==> src/logic/aicc_pkg.sv <==
`default_nettype none

package aicc_pkg;

  // ---------------------------------------------------------------------------
  // Register indices; the APB byte address is four times the index.
  // ---------------------------------------------------------------------------
  localparam logic [7:0] IDX_PLL_CP = 8'h4f;
  localparam logic [7:0] IDX_INPUT_SEL = 8'h60;
  localparam logic [7:0] IDX_CAL_RUN = 8'h61;
  localparam logic [7:0] IDX_CAL_CFG = 8'h62;
  localparam logic [7:0] IDX_STATUS = 8'h5f;

  // ---------------------------------------------------------------------------
  // Reset values.
  // ---------------------------------------------------------------------------
  localparam logic [7:0] RST_PLL_CP = 8'h13;
  localparam logic [7:0] RST_INPUT_SEL = 8'h01;
  localparam logic [7:0] RST_CAL_RUN = 8'h01;
  localparam logic [7:0] RST_CAL_CFG = 8'h01;
  localparam logic [2:0] RST_CP_TRIM = 3'h3;

  // ---------------------------------------------------------------------------
  // Field positions.
  // ---------------------------------------------------------------------------
  localparam int unsigned CP_TRIM_LSB = 0;
  localparam int unsigned CP_TRIM_W = 3;
  localparam logic [2:0] CP_TRIM_MAX = 3'h7;
  localparam int unsigned DUAL_SWAP_BIT = 4;
  localparam int unsigned SINGLE_SEL_LSB = 0;
  localparam int unsigned CAL_RUN_BIT = 0;
  localparam int unsigned BG_OFFSET_BIT = 3;
  localparam int unsigned FG_OFFSET_BIT = 2;
  localparam int unsigned BG_CAL_BIT = 1;
  localparam int unsigned FG_CAL_BIT = 0;
  localparam int unsigned ST_CAL_RUN_BIT = 0;
  localparam int unsigned ST_SRC_A_BIT = 1;
  localparam int unsigned ST_SRC_B_BIT = 2;
  localparam int unsigned ST_ORDER_ERR_BIT = 3;

  // ---------------------------------------------------------------------------
  // Encodings.
  // ---------------------------------------------------------------------------
  localparam logic [1:0] SINGLE_RESERVED = 2'h0;
  localparam logic [1:0] SINGLE_INPUT_A = 2'h1;
  localparam logic [1:0] SINGLE_INPUT_B = 2'h2;
  localparam logic [1:0] SINGLE_DES = 2'h3;
  localparam logic SRC_INPUT_A = 1'b0;
  localparam logic SRC_INPUT_B = 1'b1;

  typedef enum logic [2:0] {
    SEL_NONE,
    SEL_PLL_CP,
    SEL_INPUT_SEL,
    SEL_CAL_RUN,
    SEL_CAL_CFG,
    SEL_STATUS
  } aicc_sel_type;

endpackage

`default_nettype wire

==> src/logic/aicc_input_cal_regs.sv <==
// Summary of operation
// - Three-bit charge-pump trim, default nominal code three.
// - Dual modes: swap bit crosses the inputs.
// - Swap bit ignored in single-channel modes.
// - Single select: A default, B, or DES.
// - Single select ignored outside single-channel modes.
// - Mux changes apply only when calibration runs.
// - Run bit high runs, low holds calibration.
// - Clearing run bit also resets clock dividers.
// - Background offset valid only with background calibration.
// - Foreground offset valid only with foreground calibration.
// - Background calibration enable bit, default off.
// - Foreground bit: reset values, optionally run foreground.
`timescale 1ns/1ns
`default_nettype none

module aicc_input_cal_regs
  import aicc_pkg::*;
#(
  parameter int unsigned ADDR_W = 12
) (
  // Clock and reset
  input wire logic mclk,
  input wire logic rst,
  // APB slave
  input wire logic psel,
  input wire logic penable,
  input wire logic pwrite,
  input wire logic [ADDR_W-1:0] paddr,
  input wire logic [31:0] pwdata,
  input wire logic [3:0] pstrb,
  output logic [31:0] prdata,
  output logic pready,
  output logic pslverr,
  // Device state held elsewhere
  input wire logic singleChannelMode,
  input wire logic serialLinkOutputEnable,
  // PLL control
  output logic [2:0] chargePumpTrim,
  // Input routing in force
  output logic channelASource,
  output logic channelBSource,
  // Calibration control
  output logic calibrationEnable,
  output logic calibrationHoldReset,
  output logic clockDividerReset,
  output logic calValuesReset,
  output logic foregroundCalStart,
  output logic foregroundCalRun,
  output logic backgroundCalEnable,
  output logic foregroundOffsetCalEnable,
  output logic backgroundOffsetCalEnable,
  // Sequencing status
  output logic linkOrderError
);

  // ---------------------------------------------------------------------------
  // Parameter checks
  // ---------------------------------------------------------------------------
  // The eight-bit index field spans address bits 9:2; APB addresses are at most 32.
  if (ADDR_W < 10 || ADDR_W > 32) begin : g_bad_addr_w
    $error("aicc_input_cal_regs: ADDR_W must lie between 10 and 32");
  end

  // ---------------------------------------------------------------------------
  // State
  // ---------------------------------------------------------------------------
  typedef struct packed {
    logic [7:0] pllCp;
    logic [7:0] inputSel;
    logic [7:0] calRun;
    logic [7:0] calCfg;
    logic [7:0] rdata;
    logic calRunDly;
    logic linkEnDly;
    logic srcA;
    logic srcB;
    logic orderErr;
    logic startPulse;
    logic fgStartPulse;
  } aicc_state_type;

  localparam aicc_state_type STATE_RESET = '{
    pllCp: RST_PLL_CP,
    inputSel: RST_INPUT_SEL,
    calRun: RST_CAL_RUN,
    calCfg: RST_CAL_CFG,
    rdata: 8'h00,
    calRunDly: 1'b0,
    linkEnDly: 1'b0,
    srcA: SRC_INPUT_A,
    srcB: SRC_INPUT_B,
    orderErr: 1'b0,
    startPulse: 1'b0,
    fgStartPulse: 1'b0
  };

  aicc_state_type state;
  aicc_state_type next_state;

  // ---------------------------------------------------------------------------
  // Address decode
  // ---------------------------------------------------------------------------
  // Each register fills one aligned word; anything else is unmapped.
  function automatic aicc_sel_type decodeSel(input logic [ADDR_W-1:0] addr);
    logic [ADDR_W-1:0] upper;
    logic [7:0] idx;
    upper = addr >> 10;
    idx = addr[9:2];
    decodeSel = SEL_NONE;
    if (upper == '0 && addr[1:0] == 2'h0) begin
      case (idx)
        IDX_PLL_CP: decodeSel = SEL_PLL_CP;
        IDX_INPUT_SEL: decodeSel = SEL_INPUT_SEL;
        IDX_CAL_RUN: decodeSel = SEL_CAL_RUN;
        IDX_CAL_CFG: decodeSel = SEL_CAL_CFG;
        IDX_STATUS: decodeSel = SEL_STATUS;
        default: decodeSel = SEL_NONE;
      endcase
    end
  endfunction

  aicc_sel_type accessSel;
  logic accessPhase;
  logic setupRead;
  logic writeLow;
  logic calStart;
  logic routeA;
  logic routeB;
  logic [7:0] statusWord;
  logic [7:0] readWord;

  assign accessSel = decodeSel(paddr);
  assign accessPhase = psel && penable;
  assign setupRead = psel && !penable && !pwrite;
  // Only the low byte lane carries register bits; upper lanes are ignored.
  assign writeLow = accessPhase && pwrite && pstrb[0];

  // The slave never inserts wait states: read data is staged in the setup cycle.
  assign pready = accessPhase;
  assign pslverr = accessPhase && (accessSel == SEL_NONE);
  assign prdata = {24'h000000, state.rdata};

  // ---------------------------------------------------------------------------
  // Input routing
  // ---------------------------------------------------------------------------
  aicc_route u_route (
    .singleChannelMode(singleChannelMode),
    .singleSelect(state.inputSel[SINGLE_SEL_LSB +: 2]),
    .dualSwap(state.inputSel[DUAL_SWAP_BIT]),
    .channelASource(routeA),
    .channelBSource(routeB)
  );

  // A calibration run begins on the rising edge of the run bit, including the
  // first cycle after reset, since the run bit resets high.
  assign calStart = state.calRun[CAL_RUN_BIT] && !state.calRunDly;

  // ---------------------------------------------------------------------------
  // Read multiplexer
  // ---------------------------------------------------------------------------
  always_comb begin
    statusWord = 8'h00;
    statusWord[ST_CAL_RUN_BIT] = state.calRun[CAL_RUN_BIT];
    statusWord[ST_SRC_A_BIT] = state.srcA;
    statusWord[ST_SRC_B_BIT] = state.srcB;
    statusWord[ST_ORDER_ERR_BIT] = state.orderErr;
    case (accessSel)
      SEL_PLL_CP: readWord = state.pllCp;
      SEL_INPUT_SEL: readWord = state.inputSel;
      SEL_CAL_RUN: readWord = state.calRun;
      SEL_CAL_CFG: readWord = state.calCfg;
      SEL_STATUS: readWord = statusWord;
      default: readWord = 8'h00;
    endcase
  end

  // ---------------------------------------------------------------------------
  // Next state
  // ---------------------------------------------------------------------------
  always_comb begin
    next_state = state;
    next_state.calRunDly = state.calRun[CAL_RUN_BIT];
    next_state.linkEnDly = serialLinkOutputEnable;
    next_state.startPulse = calStart;
    next_state.fgStartPulse = calStart && state.calCfg[FG_CAL_BIT];

    if (setupRead) begin
      next_state.rdata = readWord;
    end

    if (writeLow) begin
      case (accessSel)
        // Reserved bits of the four control registers are read/write storage; status is not.
        SEL_PLL_CP: next_state.pllCp = pwdata[7:0];
        SEL_INPUT_SEL: next_state.inputSel = pwdata[7:0];
        SEL_CAL_RUN: next_state.calRun = pwdata[7:0];
        SEL_CAL_CFG: next_state.calCfg = pwdata[7:0];
        SEL_STATUS: begin
          if (pwdata[ST_ORDER_ERR_BIT]) begin
            next_state.orderErr = 1'b0;
          end
        end
        default: begin
        end
      endcase
    end

    // The mux settings are latched only when a calibration starts, so a write
    // to the select register alone never disturbs a running conversion.
    if (calStart) begin
      next_state.srcA = routeA;
      next_state.srcB = routeB;
    end

    // Sequencing violations by the host are flagged, not corrected; the set
    // term comes last so an event in the clearing cycle is kept.
    if (state.calRunDly && !state.calRun[CAL_RUN_BIT] && serialLinkOutputEnable) begin
      next_state.orderErr = 1'b1;
    end
    if (serialLinkOutputEnable && !state.linkEnDly && !state.calRun[CAL_RUN_BIT]) begin
      next_state.orderErr = 1'b1;
    end
  end

  always_ff @(posedge mclk) begin
    if (rst) begin
      state <= STATE_RESET;
    end else begin
      state <= next_state;
    end
  end

  // ---------------------------------------------------------------------------
  // Outputs
  // ---------------------------------------------------------------------------
  assign chargePumpTrim = state.pllCp[CP_TRIM_LSB +: CP_TRIM_W];
  assign channelASource = state.srcA;
  assign channelBSource = state.srcB;
  assign calibrationEnable = state.calRun[CAL_RUN_BIT];
  assign calibrationHoldReset = !state.calRun[CAL_RUN_BIT];
  // Clearing the run bit also stops the digital and serial-output dividers.
  assign clockDividerReset = !state.calRun[CAL_RUN_BIT];
  assign calValuesReset = state.startPulse;
  assign foregroundCalStart = state.fgStartPulse;
  assign foregroundCalRun = state.calCfg[FG_CAL_BIT];
  assign backgroundCalEnable = state.calCfg[BG_CAL_BIT];
  assign foregroundOffsetCalEnable =
    state.calCfg[FG_OFFSET_BIT] && state.calCfg[FG_CAL_BIT];
  assign backgroundOffsetCalEnable =
    state.calCfg[BG_OFFSET_BIT] && state.calCfg[BG_CAL_BIT];
  assign linkOrderError = state.orderErr;
endmodule // aicc_input_cal_regs

`default_nettype wire

==> src/logic/aicc_route.sv <==
`timescale 1ns/1ns
`default_nettype none

module aicc_route
  import aicc_pkg::*;
(
  // Mode and mux settings
  input wire logic singleChannelMode,
  input wire logic [1:0] singleSelect,
  input wire logic dualSwap,
  // Analog input that each channel samples
  output logic channelASource,
  output logic channelBSource
);

  always_comb begin
    channelASource = SRC_INPUT_A;
    channelBSource = SRC_INPUT_B;
    if (singleChannelMode) begin
      case (singleSelect)
        SINGLE_INPUT_B: begin
          channelASource = SRC_INPUT_B;
          channelBSource = SRC_INPUT_B;
        end
        SINGLE_DES: begin
          channelASource = SRC_INPUT_A;
          channelBSource = SRC_INPUT_B;
        end
        // The reserved code falls back to input A rather than an undefined route.
        default: begin
          channelASource = SRC_INPUT_A;
          channelBSource = SRC_INPUT_A;
        end
      endcase
    end else if (dualSwap) begin
      channelASource = SRC_INPUT_B;
      channelBSource = SRC_INPUT_A;
    end
  end

endmodule // aicc_route

`default_nettype wire

==> config.mk <==
export PLATFORM = sky130hd
export DESIGN_NAME = aicc_input_cal_regs
export DESIGN_NICKNAME = d
export VERILOG_FILES = /design/src/logic/aicc_pkg.sv /design/src/logic/aicc_input_cal_regs.sv /design/src/logic/aicc_route.sv
export SDC_FILE = /design/constraint.sdc
export NUM_CORES = 1
export LEC_CHECK = 0
export BUFFER_PORTS_ARGS = -buffer_cell sky130_fd_sc_hd__buf_2
export CAP_MARGIN = 20
export CELL_PAD_IN_SITES_DETAIL_PLACEMENT = 2
export CELL_PAD_IN_SITES_GLOBAL_PLACEMENT = 2
export CORE_UTILIZATION = 28
export CTS_BUF_LIST = sky130_fd_sc_hd__clkbuf_4 sky130_fd_sc_hd__clkbuf_8
export CTS_CLUSTER_DIAMETER = 80
export DETAILED_ROUTE_END_ITERATION = 7
export PLACE_DENSITY = 0.81
export SYNTH_ARGS = -nofsm -noshare
export SYNTH_HDL_FRONTEND = slang
export SYNTH_SLANG_ARGS = --single-unit
==> constraint.sdc <==
create_clock -name mclk -period 2.85 [get_ports mclk]
set_clock_uncertainty 0.2 [all_clocks]
set_input_delay 0.285 -clock mclk [delete_from_list [all_inputs] [get_ports mclk]]
set_output_delay 0.285 -clock mclk [all_outputs]
set_load 0.03 [all_outputs]
=== Word level (Yosys, flattened, before mapping) ===
Index checks and enable logic that the tools add are counted.

* Mux-type cells: 14
* Reductions and logical operators: 32
* Equality and inequality tests: 12

{| class="wikitable"
|+ Operators by type and width
! cell !! number
|-
| $eq A8 B7 Y1 const B || 5
|-
| $pmux W8 S5 || 1
|-
| $logic_and A1 B1 Y1 || 15
|-
| $pmux W3 S5 || 1
|-
| $logic_not A12 Y1 || 1
|-
| $mux W1 || 11
|-
| $reduce_bool A3 Y1 || 3
|-
| $reduce_and A2 Y1 || 4
|-
| $eq A3 B2 Y1 const B || 2
|-
| $eq A3 B3 Y1 const B || 2
|-
| $logic_not A1 Y1 || 5
|-
| $eq A2 B2 Y1 const B || 2
|-
| $eq A3 B1 Y1 const B || 1
|-
| $logic_not A3 Y1 || 1
|-
| $mux W3 || 1
|-
| $reduce_and A3 Y1 || 1
|-
| $logic_not A2 Y1 || 1
|-
| $reduce_or A2 Y1 || 1
|}

* Word-level logic and storage cells: 70
* Input bits: 55
* Register bits after elaboration: 47
* Output and inout port bits: 49

=== Logic depth before layout (Yosys ltp) ===
* Depth in word-level cells: 8
* Depth in mapped cells: 6
* Mapped depth without buffers: 5

=== By module ===
Synthesis repeated with hierarchy kept, for this count alone.

* Cells, all modules: 270
* Area total of the unflattened synthesis: 2471.1 um2

{| class="wikitable"
|+ Modules (own cells, without submodules)
! module !! sequential area each (um2) !! cells an instance !! instances !! area each (um2)
|-
| aicc_input_cal_regs || 940.9 || 265 || 1 || 2446.1
|-
| aicc_route || 0.0 || 5 || 1 || 25.0
|}

=== Worst setup path before layout ===
OpenSTA, ideal clock, no wires.

* Path kind: input to register
* Start point: input port paddr[11]
* End point: register state[31] (netlist name)
* Data required time: 2.530 ns
* Path buffers: 1
* Setup slack: 0.358 ns
* Cell stages on the path: 6
* Setup time: 0.120 ns
* Data arrival time: 2.173 ns
* Cell sequence: or4_1 buf_1 or4_4 nor3_4 nor2b_1 a211o_1

* Cells in the longest elaborated chain, start to end: 5

{| class="wikitable"
|+ RTL lines
! what !! line !! source
|-
| from (decl) || aicc_input_cal_regs.sv:29 || <nowiki>input wire logic [ADDR_W-1:0] paddr,</nowiki>
|-
| $logic_not A12 Y1 || aicc_input_cal_regs.sv:111 || <nowiki>if (upper == '0 && addr[1:0] == 2'h0) begin</nowiki>
|-
| $logic_and A1 B1 Y1 || aicc_input_cal_regs.sv:111 ||
|-
| $mux W3 || aicc_input_cal_regs.sv:111 ||
|-
| $eq A3 B2 Y1 || aicc_input_cal_regs.sv:193 || <nowiki>case (accessSel)</nowiki>
|-
| $reduce_and A2 Y1 (no line) || - ||
|-
| to (signal assigned) || aicc_input_cal_regs.sv:230 || <nowiki>state <= next_state;</nowiki>
|-
| to (decl) || aicc_input_cal_regs.sv:98 || <nowiki>aicc_state_type state;</nowiki>
|}

No other way between the ends.
A chain may end at the register's enable or synchronous reset.

=== Worst setup path in the final report ===
* Start point: input port paddr[6]
* End point: output port pslverr

* Cells in the longest elaborated chain, start to end: 5
* Elaborated cells between the ends (all ways): 9
* Classes of those cells: eq/ne (5); mux (2); reduce/logical (2)

{| class="wikitable"
|+ RTL lines
! what !! line !! source
|-
| $eq A8 B7 Y1 || aicc_input_cal_regs.sv:112 || <nowiki>case (idx)</nowiki>
|-
| $pmux W3 S5 * || aicc_input_cal_regs.sv:112 ||
|-
| $mux W3 * || aicc_input_cal_regs.sv:111 ||
|-
| $logic_not A3 Y1 * || aicc_input_cal_regs.sv:141 || <nowiki>assign pslverr = accessPhase && (accessSel == SEL_NONE);</nowiki>
|-
| $logic_and A1 B1 Y1 * || aicc_input_cal_regs.sv:141 ||
|-
| to (decl) || aicc_input_cal_regs.sv:34 || <nowiki>output logic pslverr,</nowiki>
|}

Mark *: on every way between the ends. The rest lies on a longest branch, timed or not.

==> results.yml <==
status:
  status: "finished, final reports clean"
grt:
  grt_pass1_wl_um: 11440
  grt_use_total_pct: 16.96
  grt_pass1_vias: 2179
  grt-ovfl-total: 0
  grt_antenna_before_repair: 0
  grt_max_degree: 41
sta:
  final-setup-viol-count: 0
  rsz0062_at_grt: "false"
  worst_pin_slew_ps: 646.5
  post-route-period-util_pct: 86.34
  max_freq_mhz: 406.4
  post-route-min-period_ps: 2461
  hold_violations: 0
  slew_headroom_pct: 56.45
  setup_ws_ps: 389.3
  fin_setup_tns_ps: 0
  drv_slew: 0
power_and_ir_drop:
  ir_drop_mv: 0.3114
  finalPower_w: 0.001303
  power_density_nw_per_um2: 456.7
  p_leak_nw: 1.191
placed_design:
  pre_cts_ws_ps: 197.2
  io_buffers: 52
  place.gp.congestion: 0.7607
  hpwl_um: 5510
finish:
  area_growth_pct: 16.45
  n_antenna_cell: 0
  drive_gt1_share_pct: 26.79
  nFillCells: 967
  fin_nets: 375
yosys:
  syn_area_sq_um: 2450
  yosysTopAreaCell: "dfxtp_1"
  yosysSeqAreaShare_pct: 38.41
  synth-edff-count: 0
  synth_top_area_share_pct: 38.41
  ys_types: 47
  synth_area_per_cell_sq_um: 9.040
  ys_warn_count: 0
  synth_ff_type: "dfxtp_1"
  synth_area_leaders: "dfxtp_1, mux2i_1, buf_4"
  yosys-top-cells-count: "dfxtp_1, buf_4, nor2_1, mux2i_1, o21ai_0"
  yosysMostFrequentCell: "dfxtp_1"
  async_flop_share_pct: 0
  synthCells: 271
  ys_ff_latch: 47
clock_tree:
  clockBufferDepth: 2
  cts_made_buffers: 5
  post_cts_buffers: 0
  cts_tree: "yes"
  root_buffer: "clkbuf_8"
  clkTransAtPathRegs_ps: 90
  clk_latency_ps: 310
  htree_levels: 2
  cts_hold_buffers: 0
  cts_sinks: 47
  cts_resized: 0
detailed_routing:
  drt_wl_total_um: 7253
  via_per_inst: 4.927
  first_iter_violations: 91
  drc: 0
  post_drt_wl_per_cell_um: 17.03
  ant_nets: 0
  detail_route.first_pass.iterations: 8
  vias: 2099
run:
  cap_violations: 0
floorplanning:
  die-area_sq_um: 9128
  initial_core_util_pct: 29.37
  core_sq_um: 8341
  ioPinCount: 104
  rows: 33
  fp.dieW_um: 95.54
  die_y_um: 95.54
worst_setup_path:
  criticalPathCategory: "input port to output port"
  arrival_ps: 1980
  cp_max_fo: 7
  crit_required_ps: 2370
  critPathCaptureType: "output port"
  startpoint_type: "input port"
worst_hold_path:
  hp-class: "input port to flip-flop"
==> registers in the layout, summed over array words and instances, names as in the netlist <==
name                 flops
state                   28
prdata                   8
chargePumpTrim           3
backgroundCalEnable      1
calValuesReset           1
calibrationEnable        1
channelASource           1
channelBSource           1
foregroundCalRun         1
foregroundCalStart       1
linkOrderError           1
==> routing by layer <==
metal  share of wire (%)  vias up  global-route usage [%]
met5                   0        -                       0
met4                0.99        0                   4.726
met3                 4.7        6                   2.791
met2                  49       67                   29.94
met1                  45     1030                   21.13
li1                    -      996                       -
==> final cells by class <==
class / instances / area (sq um) / area share (%)
inverters: 5 / 18.77 / 0.6579
clock buffers: 6 / 82.58 / 2.895
multi-input cells: 195 / 1266 / 44.39
well taps: 105 / 131.4 / 4.605
repair buffers: 66 / 377.9 / 13.25
clock inverters: 2 / 35.03 / 1.228
flip-flops and latches: 47 / 940.9 / 32.98
==> cells by family after synthesis <==
logic type | Yosys count | synth area share (%)
AND/OR/NAND/NOR | 94 | 21.35
buffers and inverters | 52 | 13.69
flip-flops | 47 | 38.41
AO/OA/AOI/OAI | 43 | 12.36
multiplexers | 34 | 14.04
other | 1 | 0.1531
==> critical path, cell delays in order <==
cell     delay, ps
buf_2          130
or4b_1         660
nor3b_2        410
o21ai_0        150
and2_1         170
buf_2          170
==> cells in the final DEF, fill, tap and decap left out, drive strengths merged, types with 4 or more instances in the layout <==
cell    instances
nor2           33
and2            6
a222oi          4
nand2          11
nor4            5
conb           24
buf            66
mux2i          31
clkbuf          6
o21ai          13
nand2b          4
nor3            6
dfxtp          47
inv             5
a21oi           5
a211o           5
nand3           5
nor2b           8
==> report_power, final <==
| group | internal [W] | switching [W] |
|---|---|---|
| clock network | 0.000284 | 0.000230 |
| registers | 0.000660 | 0.00000214 |
| logic | 0.0000295 | 0.0000967 |
| total | 0.000974 | 0.000329 |
==> worst paths after layout <==
| path | start | end | slack [ps] | depth (start not counted) |
|---|---|---|---|---|
| setup / recovery | paddr[6] | pslverr | 390 | 6 |
| hold / removal | serialLinkOutputEnable | state[5] | 20 | 2 |
| hold reg to reg | prdata[5] | prdata[5] | 270 | 2 |
| setup reg to reg | chargePumpTrim[0] | prdata[0] | 1200 | 3 |
==> per-stage QoR <==
step	area (sq um)	std cells	util (%)	hold WS, ps
after floorplan	2536	294	-	202.9
after global placement	2735	418	32.79	237.0
after detailed placement	2735	418	32.79	259.0
after CTS	2853	426	34.20	8.730
after global routing	2853	426	34.20	39.87
final	2853	426	34.20	17.91
No activity file was read; power rests on OpenSTA's default activity.
